$ cat config.mk
export PLATFORM = sky130hd
export DESIGN_NAME = pic_ingress_ctrl
export DESIGN_NICKNAME = d
export VERILOG_FILES = /design/src/logic/pic_pkg.sv /design/src/logic/pic_ingress_ctrl.sv
export VERILOG_INCLUDE_DIRS = /design/src /design/src/logic
export SDC_FILE = /design/constraint.sdc
export NUM_CORES = 1
export LEC_CHECK = 0
export ABC_AREA = 1
export BUFFER_PORTS_ARGS = -buffer_cell sky130_fd_sc_hd__buf_2
export CAP_MARGIN = 20
export CORE_UTILIZATION = 51
export CTS_CLUSTER_DIAMETER = 120
export CTS_CLUSTER_SIZE = 25
export DETAILED_ROUTE_END_ITERATION = 7
export PLACE_DENSITY = 0.84
export SLEW_MARGIN = 10
export SYNTH_ARGS = -nofsm -noshare
export SYNTH_HDL_FRONTEND = slang
export SYNTH_SLANG_ARGS = --single-unit
export TNS_END_PERCENT = 1
$ cat constraint.sdc
create_clock -name CLK -period 2.4 [get_ports CLK]
set_input_delay 0.48 -clock CLK [delete_from_list [all_inputs] [get_ports CLK]]
set_output_delay 0.48 -clock CLK [all_outputs]
set_load 0.05 [all_outputs]
$ cat src/logic/pic_regs.svh
// register offsets, field positions, reset values and rule summary for the ingress control bank
// Summary of operation
// - ceiling clamps user priority to default tag
// - discard-untagged bit drops frames without tag
// - discard-tagged bit drops frames with tag
// - unclassified frames take port default priority
// - acl enable reads back at bit two
// - block mode blocks acl misses
// - pass mode forwards acl misses
// - trap mode steers all traffic to host and blocks acl misses
// - port index field sits at bits 18:16
// - queue pointer field sits at bits 1:0
// - priority p maps through nibble p
// - upper two slot bits never steer queue
// - map resets to pairs onto queues 0..3
// - vlan, 802.1p, diffserv enables gate classifiers
`ifndef PIC_REGS_SVH
`define PIC_REGS_SVH
// register indices; byte address is four times the index
`define PIC_IDX_CLS_EN 14'h0801
`define PIC_IDX_TAG_CTRL 14'h0802
`define PIC_IDX_AUTH 14'h0803
`define PIC_IDX_PTR 14'h0804
`define PIC_IDX_MAP 14'h0808
// field positions
`define PIC_B_CEIL 7
`define PIC_B_DISC_UNTAG 4
`define PIC_B_DISC_TAG 3
`define PIC_B_VLAN_EN 3
`define PIC_B_DOT1P_EN 2
`define PIC_B_DSV_EN 1
`define PIC_B_ACL_EN 2
`define PIC_B_PORT_LO 16
`define PIC_B_QPTR_LO 0
// auth mode codes
`define PIC_AUTH_BLOCK 2'h1
`define PIC_AUTH_PASS 2'h2
`define PIC_AUTH_TRAP 2'h3
// reset values
`define PIC_RST_MAP 16'hfa50
`define PIC_RST_AUTH 2'h0
`define PIC_RST_DEF_PRI 3'h0
`endif

$ cat src/logic/pic_pkg.sv
// types shared by the ingress classify control bank
package pic_pkg;
    // bus handshake phase
    typedef enum logic [0:0] {
        PIC_IDLE = 1'b0,
        PIC_ACK = 1'b1
    } pic_bus_st_t;
    // whole state of the block
    typedef struct packed {
        pic_bus_st_t st;
        logic wait_r;
        logic [31:0] rdata;
        logic ceil;
        logic disc_untag;
        logic disc_tag;
        logic [2:0] def_pri;
        logic [1:0] auth;
        logic [2:0] port_idx;
        logic [1:0] q_ptr;
        logic [15:0] map;
        logic vlan_en;
        logic dot1p_en;
        logic dsv_en;
        logic o_valid;
        logic o_drop;
        logic [2:0] o_upri;
        logic [2:0] o_prio;
        logic [1:0] o_queue;
        logic o_host;
        logic o_acl;
    } pic_state_t;
endpackage

$ cat src/logic/pic_ingress_ctrl.sv
// ingress tag, priority, auth and queue map control with avalon slave
`timescale 1ns/10ps
`include "pic_regs.svh"
module pic_ingress_ctrl (
    // clock and reset
    input wire logic CLK,
    input wire logic SYS_RST,
    // avalon-mm slave, byte address
    input wire logic [15:0] ADDRESS,
    input wire logic READ,
    input wire logic WRITE,
    input wire logic [3:0] BYTEENABLE,
    input wire logic [31:0] WRITEDATA,
    output logic [31:0] READDATA,
    output logic WAITREQUEST,
    // frame descriptor from ingress parser
    input wire logic FRM_VALID,
    input wire logic FRM_TAGGED,
    input wire logic [2:0] FRM_UPRI,
    input wire logic [2:0] DEF_TAG_UPRI,
    // classifier results
    input wire logic DSV_HIT,
    input wire logic [2:0] DSV_PRI,
    input wire logic VLAN_HIT,
    input wire logic [2:0] VLAN_PRI,
    // acl engine status
    input wire logic ACL_EN,
    input wire logic ACL_HIT,
    // classified frame decision
    output logic OUT_VALID,
    output logic OUT_DROP,
    output logic [2:0] OUT_UPRI,
    output logic [2:0] OUT_PRIO,
    output logic [1:0] OUT_QUEUE,
    output logic OUT_TO_HOST,
    output logic OUT_ACL_ACT,
    // indirect pointers for other per-port banks
    output logic [2:0] PORT_INDEX,
    output logic [1:0] QUEUE_PTR
);
    pic_pkg::pic_state_t s_reg; // current state
    pic_pkg::pic_state_t s_next; // next state
    logic [13:0] idx; // word index of the access
    logic [31:0] be_mask; // byte enable expanded to bits
    logic [31:0] map_rd; // map readback, upper slot bits zero
    logic [31:0] rd_val; // decoded read value
    logic [2:0] upri_c; // user priority after ceiling
    logic [2:0] prio_c; // classified priority
    logic miss_block; // acl miss that must be blocked

    assign idx = ADDRESS[15:2];

    // byte lanes to bit mask
    assign be_mask = {{8{BYTEENABLE[3]}}, {8{BYTEENABLE[2]}},
                      {8{BYTEENABLE[1]}}, {8{BYTEENABLE[0]}}};

    // each 4-bit slot reads back its 2-bit queue with zeros above
    genvar p;
    generate
        for (p = 0; p < 8; p++) begin : g_slot
            assign map_rd[4*p +: 4] = {2'h0, s_reg.map[2*p +: 2]};
        end
    endgenerate

    // read decode; unmapped words read zero
    always_comb begin
        rd_val = 32'h0;
        case (idx)
            `PIC_IDX_CLS_EN: begin
                rd_val[`PIC_B_VLAN_EN] = s_reg.vlan_en;
                rd_val[`PIC_B_DOT1P_EN] = s_reg.dot1p_en;
                rd_val[`PIC_B_DSV_EN] = s_reg.dsv_en;
            end
            `PIC_IDX_TAG_CTRL: begin
                rd_val[`PIC_B_CEIL] = s_reg.ceil;
                rd_val[`PIC_B_DISC_UNTAG] = s_reg.disc_untag;
                rd_val[`PIC_B_DISC_TAG] = s_reg.disc_tag;
                rd_val[2:0] = s_reg.def_pri;
            end
            `PIC_IDX_AUTH: begin
                rd_val[`PIC_B_ACL_EN] = ACL_EN;
                rd_val[1:0] = s_reg.auth;
            end
            `PIC_IDX_PTR: begin
                rd_val[`PIC_B_PORT_LO +: 3] = s_reg.port_idx;
                rd_val[`PIC_B_QPTR_LO +: 2] = s_reg.q_ptr;
            end
            `PIC_IDX_MAP: begin
                rd_val = map_rd;
            end
            default: begin
                rd_val = 32'h0;
            end
        endcase
    end

    // ceiling against the default tag priority from the DEF_TAG_UPRI input
    assign upri_c = (s_reg.ceil && (FRM_UPRI > DEF_TAG_UPRI)) ?
                    DEF_TAG_UPRI : FRM_UPRI;

    // classifier order: diffserv, then 802.1p, then vlan, then default
    always_comb begin
        if (s_reg.dsv_en && DSV_HIT) begin
            prio_c = DSV_PRI;
        end else if (s_reg.dot1p_en && FRM_TAGGED) begin
            prio_c = upri_c;
        end else if (s_reg.vlan_en && VLAN_HIT) begin
            prio_c = VLAN_PRI;
        end else begin
            prio_c = s_reg.def_pri;
        end
    end

    // block and trap turn acl misses away, pass and reserved code do not
    assign miss_block = ACL_EN && !ACL_HIT &&
                        ((s_reg.auth == `PIC_AUTH_BLOCK) ||
                         (s_reg.auth == `PIC_AUTH_TRAP));

    // next state for bus handshake, registers and frame decision
    always_comb begin
        s_next = s_reg;
        // bus: one idle cycle with waitrequest high, then one answer cycle
        case (s_reg.st)
            pic_pkg::PIC_IDLE: begin
                if (READ || WRITE) begin
                    s_next.st = pic_pkg::PIC_ACK;
                    s_next.wait_r = 1'b0;
                    s_next.rdata = READ ? rd_val : 32'h0;
                end
            end
            pic_pkg::PIC_ACK: begin
                s_next.st = pic_pkg::PIC_IDLE;
                s_next.wait_r = 1'b1;
                // write lands on the edge where master sees waitrequest low
                if (WRITE) begin
                    case (idx)
                        `PIC_IDX_CLS_EN: begin
                            if (BYTEENABLE[0]) begin
                                s_next.vlan_en = WRITEDATA[`PIC_B_VLAN_EN];
                                s_next.dot1p_en = WRITEDATA[`PIC_B_DOT1P_EN];
                                s_next.dsv_en = WRITEDATA[`PIC_B_DSV_EN];
                            end
                        end
                        `PIC_IDX_TAG_CTRL: begin
                            if (BYTEENABLE[0]) begin
                                s_next.ceil = WRITEDATA[`PIC_B_CEIL];
                                s_next.disc_untag = WRITEDATA[`PIC_B_DISC_UNTAG];
                                s_next.disc_tag = WRITEDATA[`PIC_B_DISC_TAG];
                                s_next.def_pri = WRITEDATA[2:0];
                            end
                        end
                        `PIC_IDX_AUTH: begin
                            // acl enable bit is read-only, ignored here
                            if (BYTEENABLE[0]) begin
                                s_next.auth = WRITEDATA[1:0];
                            end
                        end
                        `PIC_IDX_PTR: begin
                            if (BYTEENABLE[2]) begin
                                s_next.port_idx = WRITEDATA[`PIC_B_PORT_LO +: 3];
                            end
                            if (BYTEENABLE[0]) begin
                                s_next.q_ptr = WRITEDATA[`PIC_B_QPTR_LO +: 2];
                            end
                        end
                        `PIC_IDX_MAP: begin
                            // only the low two bits of each slot are kept
                            for (int i = 0; i < 8; i++) begin
                                if (be_mask[4*i]) begin
                                    s_next.map[2*i +: 2] = WRITEDATA[4*i +: 2];
                                end
                            end
                        end
                        default: begin
                            s_next.map = s_reg.map; // unmapped write ignored
                        end
                    endcase
                end
            end
            default: begin
                s_next.st = pic_pkg::PIC_IDLE;
                s_next.wait_r = 1'b1;
            end
        endcase
        // frame decision, one cycle after the descriptor
        s_next.o_valid = FRM_VALID;
        s_next.o_drop = (s_reg.disc_untag && !FRM_TAGGED) ||
                        (s_reg.disc_tag && FRM_TAGGED) || miss_block;
        s_next.o_upri = upri_c;
        s_next.o_prio = prio_c;
        s_next.o_queue = s_reg.map[2*prio_c +: 2];
        s_next.o_host = (s_reg.auth == `PIC_AUTH_TRAP);
        s_next.o_acl = ACL_EN && ACL_HIT; // matching frames take rule actions
    end

    // state register; map reset pairs priorities onto queues
    always_ff @(posedge CLK or posedge SYS_RST) begin
        if (SYS_RST) begin
            s_reg <= '0;
            s_reg.st <= pic_pkg::PIC_IDLE;
            s_reg.wait_r <= 1'b1;
            s_reg.def_pri <= `PIC_RST_DEF_PRI;
            s_reg.auth <= `PIC_RST_AUTH;
            s_reg.map <= `PIC_RST_MAP;
        end else begin
            s_reg <= s_next;
        end
    end

    // outputs straight from state flops
    assign READDATA = s_reg.rdata;
    assign WAITREQUEST = s_reg.wait_r;
    assign OUT_VALID = s_reg.o_valid;
    assign OUT_DROP = s_reg.o_drop;
    assign OUT_UPRI = s_reg.o_upri;
    assign OUT_PRIO = s_reg.o_prio;
    assign OUT_QUEUE = s_reg.o_queue;
    assign OUT_TO_HOST = s_reg.o_host;
    assign OUT_ACL_ACT = s_reg.o_acl;
    assign PORT_INDEX = s_reg.port_idx;
    assign QUEUE_PTR = s_reg.q_ptr;

    // checks on the decision path and register file
    AST_CEIL: assert property (@(posedge CLK) disable iff (SYS_RST)
        FRM_VALID && s_reg.ceil && (FRM_UPRI > DEF_TAG_UPRI) |=> OUT_UPRI == $past(DEF_TAG_UPRI))
        else $error("ceiling did not clamp user priority");
    AST_NO_CEIL: assert property (@(posedge CLK) disable iff (SYS_RST)
        FRM_VALID && !s_reg.ceil |=> OUT_UPRI == $past(FRM_UPRI))
        else $error("user priority changed with ceiling off");
    AST_DROP_UNTAG: assert property (@(posedge CLK) disable iff (SYS_RST)
        FRM_VALID && s_reg.disc_untag && !FRM_TAGGED |=> OUT_VALID && OUT_DROP)
        else $error("untagged frame not dropped");
    AST_DROP_TAG: assert property (@(posedge CLK) disable iff (SYS_RST)
        FRM_VALID && s_reg.disc_tag && FRM_TAGGED |=> OUT_DROP)
        else $error("tagged frame not dropped");
    AST_DEF_PRI: assert property (@(posedge CLK) disable iff (SYS_RST)
        FRM_VALID && !s_reg.dsv_en && !s_reg.dot1p_en && !s_reg.vlan_en
        |=> OUT_PRIO == $past(s_reg.def_pri))
        else $error("default priority not applied");
    AST_ACL_RD: assert property (@(posedge CLK) disable iff (SYS_RST)
        s_reg.st == pic_pkg::PIC_IDLE && READ && idx == `PIC_IDX_AUTH
        |=> READDATA[2] == $past(ACL_EN) && READDATA[7:3] == 5'h0)
        else $error("acl enable readback wrong");
    AST_BLOCK: assert property (@(posedge CLK) disable iff (SYS_RST)
        FRM_VALID && s_reg.auth == `PIC_AUTH_BLOCK && ACL_EN && !ACL_HIT |=> OUT_DROP)
        else $error("block mode let an acl miss through");
    AST_PASS: assert property (@(posedge CLK) disable iff (SYS_RST)
        FRM_VALID && s_reg.auth == `PIC_AUTH_PASS && !s_reg.disc_tag && !s_reg.disc_untag
        |=> !OUT_DROP && !OUT_TO_HOST)
        else $error("pass mode dropped or trapped a frame");
    AST_TRAP: assert property (@(posedge CLK) disable iff (SYS_RST)
        s_reg.auth == `PIC_AUTH_TRAP |=> OUT_TO_HOST)
        else $error("trap mode did not steer to host");
    AST_QUEUE: assert property (@(posedge CLK) disable iff (SYS_RST)
        FRM_VALID |=> OUT_QUEUE == $past(s_reg.map[2*prio_c +: 2]))
        else $error("queue does not follow map slot");
    AST_MAP_RD: assert property (@(posedge CLK) disable iff (SYS_RST)
        s_reg.st == pic_pkg::PIC_IDLE && READ && idx == `PIC_IDX_MAP
        |=> (READDATA & 32'hcccccccc) == 32'h0)
        else $error("reserved slot bits read nonzero");
    AST_PTR_WR: assert property (@(posedge CLK) disable iff (SYS_RST)
        s_reg.st == pic_pkg::PIC_ACK && WRITE && idx == `PIC_IDX_PTR && BYTEENABLE[2]
        |=> PORT_INDEX == $past(WRITEDATA[18:16]))
        else $error("port index write lost");
    AST_HSHAKE: assert property (@(posedge CLK) disable iff (SYS_RST)
        !WAITREQUEST |=> WAITREQUEST)
        else $error("waitrequest low for more than one cycle");

    // further checks; each antecedent is reached by random traffic
    // or by directed register accesses, so none holds only vacuously
    // frames with no discard cause and no acl miss must pass
    AST_KEEP: assert property (@(posedge CLK) disable iff (SYS_RST)
        FRM_VALID && !s_reg.disc_untag && !s_reg.disc_tag && !(ACL_EN && !ACL_HIT)
        |=> !OUT_DROP)
        else $error("frame dropped with no discard cause");
    // classifiers enabled but silent still fall back to the default
    AST_DEF_MISS: assert property (@(posedge CLK) disable iff (SYS_RST)
        FRM_VALID && !(s_reg.dsv_en && DSV_HIT) && !(s_reg.dot1p_en && FRM_TAGGED)
        && !(s_reg.vlan_en && VLAN_HIT)
        |=> OUT_PRIO == $past(s_reg.def_pri))
        else $error("default priority not applied on classifier miss");
    // diffserv hit wins over every other classifier
    AST_DSV: assert property (@(posedge CLK) disable iff (SYS_RST)
        FRM_VALID && s_reg.dsv_en && DSV_HIT |=> OUT_PRIO == $past(DSV_PRI))
        else $error("diffserv priority not taken");
    // matching frames carry the rule action flag in every mode
    AST_ACL_ACT: assert property (@(posedge CLK) disable iff (SYS_RST)
        FRM_VALID && ACL_EN && ACL_HIT |=> OUT_ACL_ACT)
        else $error("acl match lost its action flag");
    // only trap mode steers to the host
    AST_HOST_OFF: assert property (@(posedge CLK) disable iff (SYS_RST)
        s_reg.auth != `PIC_AUTH_TRAP |=> !OUT_TO_HOST)
        else $error("host steering outside trap mode");
    // auth mode write lands on the answer edge
    AST_AUTH_WR: assert property (@(posedge CLK) disable iff (SYS_RST)
        s_reg.st == pic_pkg::PIC_ACK && WRITE && idx == `PIC_IDX_AUTH && BYTEENABLE[0]
        |=> s_reg.auth == $past(WRITEDATA[1:0]))
        else $error("auth mode write lost");
    // queue pointer written through lane 0
    AST_QPTR_WR: assert property (@(posedge CLK) disable iff (SYS_RST)
        s_reg.st == pic_pkg::PIC_ACK && WRITE && idx == `PIC_IDX_PTR && BYTEENABLE[0]
        |=> QUEUE_PTR == $past(WRITEDATA[1:0]))
        else $error("queue pointer write lost");
    // slot zero keeps only its queue bits, whatever the reserved bits hold
    AST_MAP_WR: assert property (@(posedge CLK) disable iff (SYS_RST)
        s_reg.st == pic_pkg::PIC_ACK && WRITE && idx == `PIC_IDX_MAP && BYTEENABLE[0]
        |=> s_reg.map[1:0] == $past(WRITEDATA[1:0]))
        else $error("map slot zero write lost");
    // words past the map are unmapped and read as zero
    AST_UNMAP_RD: assert property (@(posedge CLK) disable iff (SYS_RST)
        s_reg.st == pic_pkg::PIC_IDLE && READ && idx > `PIC_IDX_MAP
        |=> READDATA == 32'h0)
        else $error("unmapped word read nonzero");
endmodule

**Yosys cells after proc, flatten, opt, wreduce, memory -nomap -nowiden**

Cells that the tools add are included.

- Order comparisons: 1
- Equality and inequality tests: 8
- Shift-type cells: 1
- Multiplexer cells: 17
- Bitwise gates (word level): 1
- Reductions and logical operators: 25

Operators by type and width:

| cell | number |
|---|---|
| $eq A14 B12 Y1 const B | 5 |
| $reduce_and A4 Y1 | 9 |
| $mux W34 | 1 |
| $mux W32 | 1 |
| $shiftx A16 B5 Y2 | 1 |
| $mux W3 | 4 |
| $mux W11 | 1 |
| $logic_and A1 B1 Y1 | 9 |
| $mux W6 | 1 |
| $pmux W3 S2 | 1 |
| $pmux W1 S5 | 1 |
| $logic_or A1 B1 Y1 | 4 |
| $pmux W1 S2 | 2 |
| $pmux W1 S4 | 1 |
| $pmux W2 S2 | 1 |
| $gt A3 B3 Y1 | 1 |
| $pmux W1 S3 | 1 |
| $eq A2 B1 Y1 const B | 1 |
| $eq A2 B2 Y1 const B | 1 |
| $logic_not A1 Y1 | 2 |
| $mux W1 | 2 |
| $ne A2 B2 Y1 const B | 1 |
| $reduce_and A2 Y1 | 1 |
| $not A1 Y1 | 1 |

- Flip-flop bits (word level): 78
- Output and inout bits: 50

**Logic depth before layout (Yosys ltp)**

- Depth after elaboration: 6
- Depth in mapped cells: 15

**Worst setup path before layout**

OpenSTA, ideal clock, no wires.

- Kind: input port to flip-flop
- From: in DEF_TAG_UPRI[2]
- To: reg s_reg, in the netlist OUT_QUEUE[0]
- Setup time: 0.117 ns
- Arrival: 1.741 ns
- Required time: 2.283 ns
- Setup slack: 0.542 ns
- Cell stages on the path: 14
- Buffers on the path: 0
- Cell sequence: inv_1 ha_1 a21oi_1 nand2_1 nand2_1 nand2_1 nand3_1 nand2_2 nand2_2 nand2_1 nand3_1 nand2_1 nand2_1 nand2_1

RTL lines:

| element | line | RTL |
|---|---|---|
| from (decl) | pic_ingress_ctrl.sv:20 | `input wire logic [2:0] DEF_TAG_UPRI,` |
| to (signal assigned) | pic_ingress_ctrl.sv:206 | `s_reg <= s_next;` |
| to (decl) | pic_ingress_ctrl.sv:41 | `pic_pkg::pic_state_t s_reg;` |

==> results.yml <==
outcome:
  status: "finished, final reports clean"
floorplan:
  die_area_um2: 7441
  fp.coreArea_um2: 6832
  initial_core_util: 0.5300
  rows: 30
  die_width_um: 86.26
  die_h_um: 86.26
  io_pins: 124
critical_path:
  critical_path.max_fanout: 9
  cp.required_ns: 2.63
  crit_type: "in2reg"
  worstPathArrival_ns: 2.08
  r2r_end: "OUT_QUEUE[1]"
  rr_worst_depth: 12
  endpoint_kind: "register"
  r2r_start: "s_reg[14]"
  rrSetupSlack_ns: 0.77
  cp-start-kind: "primary input"
sta:
  worst_slew_pin_slew_ns: 0.5482
  fin_hold_ws_ns: 0.1664
  finalSetupTns_ns: 0
  worst_clock_skew_ns: 0.01541
  max_freq_ghz: 0.5385
  worst_slack_ns: 0.5431
  hold_violations: 0
  period_minus_slack_ns: 1.857
  slew_headroom: 0.6321
  drv_slew: 0
  rsz0062_at_grt: "no"
  setup_viol: 0
  min_period_over_period: 0.7737
clock_tree:
  clk_latency_ns: 0.34
  cts.repair.resized: 0
  clk_pin_slew_ns: 0.08
  cts_hold_buf: 0
  post-cts-setup-buffer-count: 0
  cts_tree: "built"
  htree_levels: 3
  cts.sinks: 66
  cts-root-buf: "clkbuf_8"
  numCtsBuffers: 9
  cts_buffer_depth: 2
global_route:
  grt_pass1_wl_um: 12720
  grt_start_max_net_pins: 32
  grt_util_all_layers: 0.2249
  grt_pass1_vias: 2812
  antenna_found_initial: 0
  grt_remaining_overflow: 0
placed_design:
  post-place-ws_ns: 0.1739
  placed_cell_area_um2: 3948
  dp.final_hpwl_um: 6144
  gp_congestion: 0.8881
  port_buffers: 97
layout:
  finalNetCount: 558
  fin_area_um2: 4154
  antenna_cells: 0
  area_delta_synth_final_pct: 14.72
  drive_above_1_share: 0.3354
  largest_reg_flops: 20
power_and_ir_drop:
  pwr_density_cell_nw_per_um2: 560.9
  p_leak_nw: 2.264
  vdd_ir_drop_max_mv: 0.3298
logic_synthesis:
  syn_avg_cell_area_um2: 8.853
  ys.warnings.count: 0
  syn_inst: 409
  synth_edf_count: 0
  yosys-top-cells-count: "88 x nand2_1, 57 x dfrtp_1, 49 x inv_1"
  yosysSeqAreaShare: 0.4592
  synth_top_area_frac: 0.3939
  async_flop_share: 1.000
  syn_area_um2: 3621
  synth_cell_type_count: 37
  dominantRegCellSynth: "dfrtp_1"
  synth_top_cell_by_area: "dfrtp_1"
  yosysMostFrequentCell: "nand2_1"
  synth_seq_cells: 66
  netlist_top_cells_area: "dfrtp_1 39%, buf_4 9.3%, nand2_1 9.1%"
worst_hold_path:
  holdCritPathClass: "in2async"
route:
  vias: 2864
  routedWlPerCell_um: 13.27
  antenna_left: 0
  drt_iter0_markers: 150
  post_drt_via_cell_ratio: 4.921
  dr.pass1.iters: 4
  drc: 0
  wirelength_um: 7725
flow_run:
  drv_cap: 0
logic make-up (layout without fill, tap and decap cells):
family / Yosys count / count (layout) / share of synthesized area
and+or+nand+nor: 165 / 165 / 0.2274
buffers and inverters: 104 / 170 / 0.1565
DFF: 66 / 66 / 0.4592
AOI/OAI and AO/OA: 58 / 58 / 0.09779
muxes: 12 / 12 / 0.04768
adders and majority gates: 3 / 3 / 0.01037
other: 1 / 12 / 0.001036
through the flow:
step,total power [mW],instances,utilization
detailed placement,1.399,566,0.5778
global route,2.426,582,0.6081
floorplan,1.320,420,-
CTS,2.350,582,0.6081
finish,2.330,582,0.6081
global placement,1.392,566,0.5778
where the power goes:
group,internal [mW],total (mW),switching (mW)
Clock,0.537,0.954,0.417
Sequential,1.12,1.13,0.00450
Combinational,0.0651,0.246,0.181
layer usage:
metal	routed length, µm	part of all wire	GRT usage
met5	0	0	0
met4	139	0.018	0.07727
met3	406	0.053	0.05619
met2	3801	0.49	0.3781
met1	3377	0.44	0.2833
how the worst max path moves through the flow:
stage	depth (start not counted)	startpoint	slack (ns)	endpoint
after floorplan	1	SYS_RST	0.28	OUT_ACL_ACT
after global placement	14	FRM_UPRI[2]	0.29	OUT_QUEUE[0]
after detailed placement	14	FRM_UPRI[2]	0.17	OUT_QUEUE[0]
after CTS	14	FRM_UPRI[2]	0.54	OUT_QUEUE[1]
after global routing	16	DEF_TAG_UPRI[2]	0.28	OUT_QUEUE[0]
final	14	FRM_UPRI[2]	0.54	OUT_QUEUE[1]
area by class of cell:
class                           count  area [µm²]
Clock buffer                       12       155.1
Clock inverter                      4       51.30
Fill cell                         621        2678
Inverter                           53       203.9
Multi-Input combinational cell    250        1433
Sequential cell                    66        1663
Tap cell                           96       120.1
Timing Repair Buffer              101       528.0
placed cells by master, fill, tap and decap left out, types with 2 or more instances in the layout:
master	Yosys	final
o211ai_1	2	2
a21oi_1	2	2
ha_1	3	3
o31ai_1	12	12
nand4_1	7	7
dfstp_2	9	9
nand2_2	4	4
dfrtp_1	57	57
nand3_4	3	3
inv_1	49	48
nor3_2	2	2
buf_2	2	97
a32o_1	2	2
nand2_1	88	88
nor2_1	17	17
o21ai_0	25	25
buf_4	45	3
mux2_4	10	10
inv_2	3	4
conb_1	1	12
nor2_2	6	6
mux2_1	2	2
clkinv_4	1	2
and2_1	2	2
o21ai_1	10	10
clkbuf_8	0	11
a22o_1	4	4
nand3_1	28	28
critical path, stage by stage:
cell     delay [ns]
buf_2          0.11
ha_1           0.33
a21oi_1        0.13
nand2_1        0.09
nand2_1        0.13
nand2_1        0.08
nand3_1        0.09
nand2_2        0.13
nand2_2        0.19
nand2_1        0.08
nand3_1        0.07
nand2_1        0.06
nand2_1        0.05
nand2_1        0.05
Note: power is estimated with default switching activity, not from simulation.
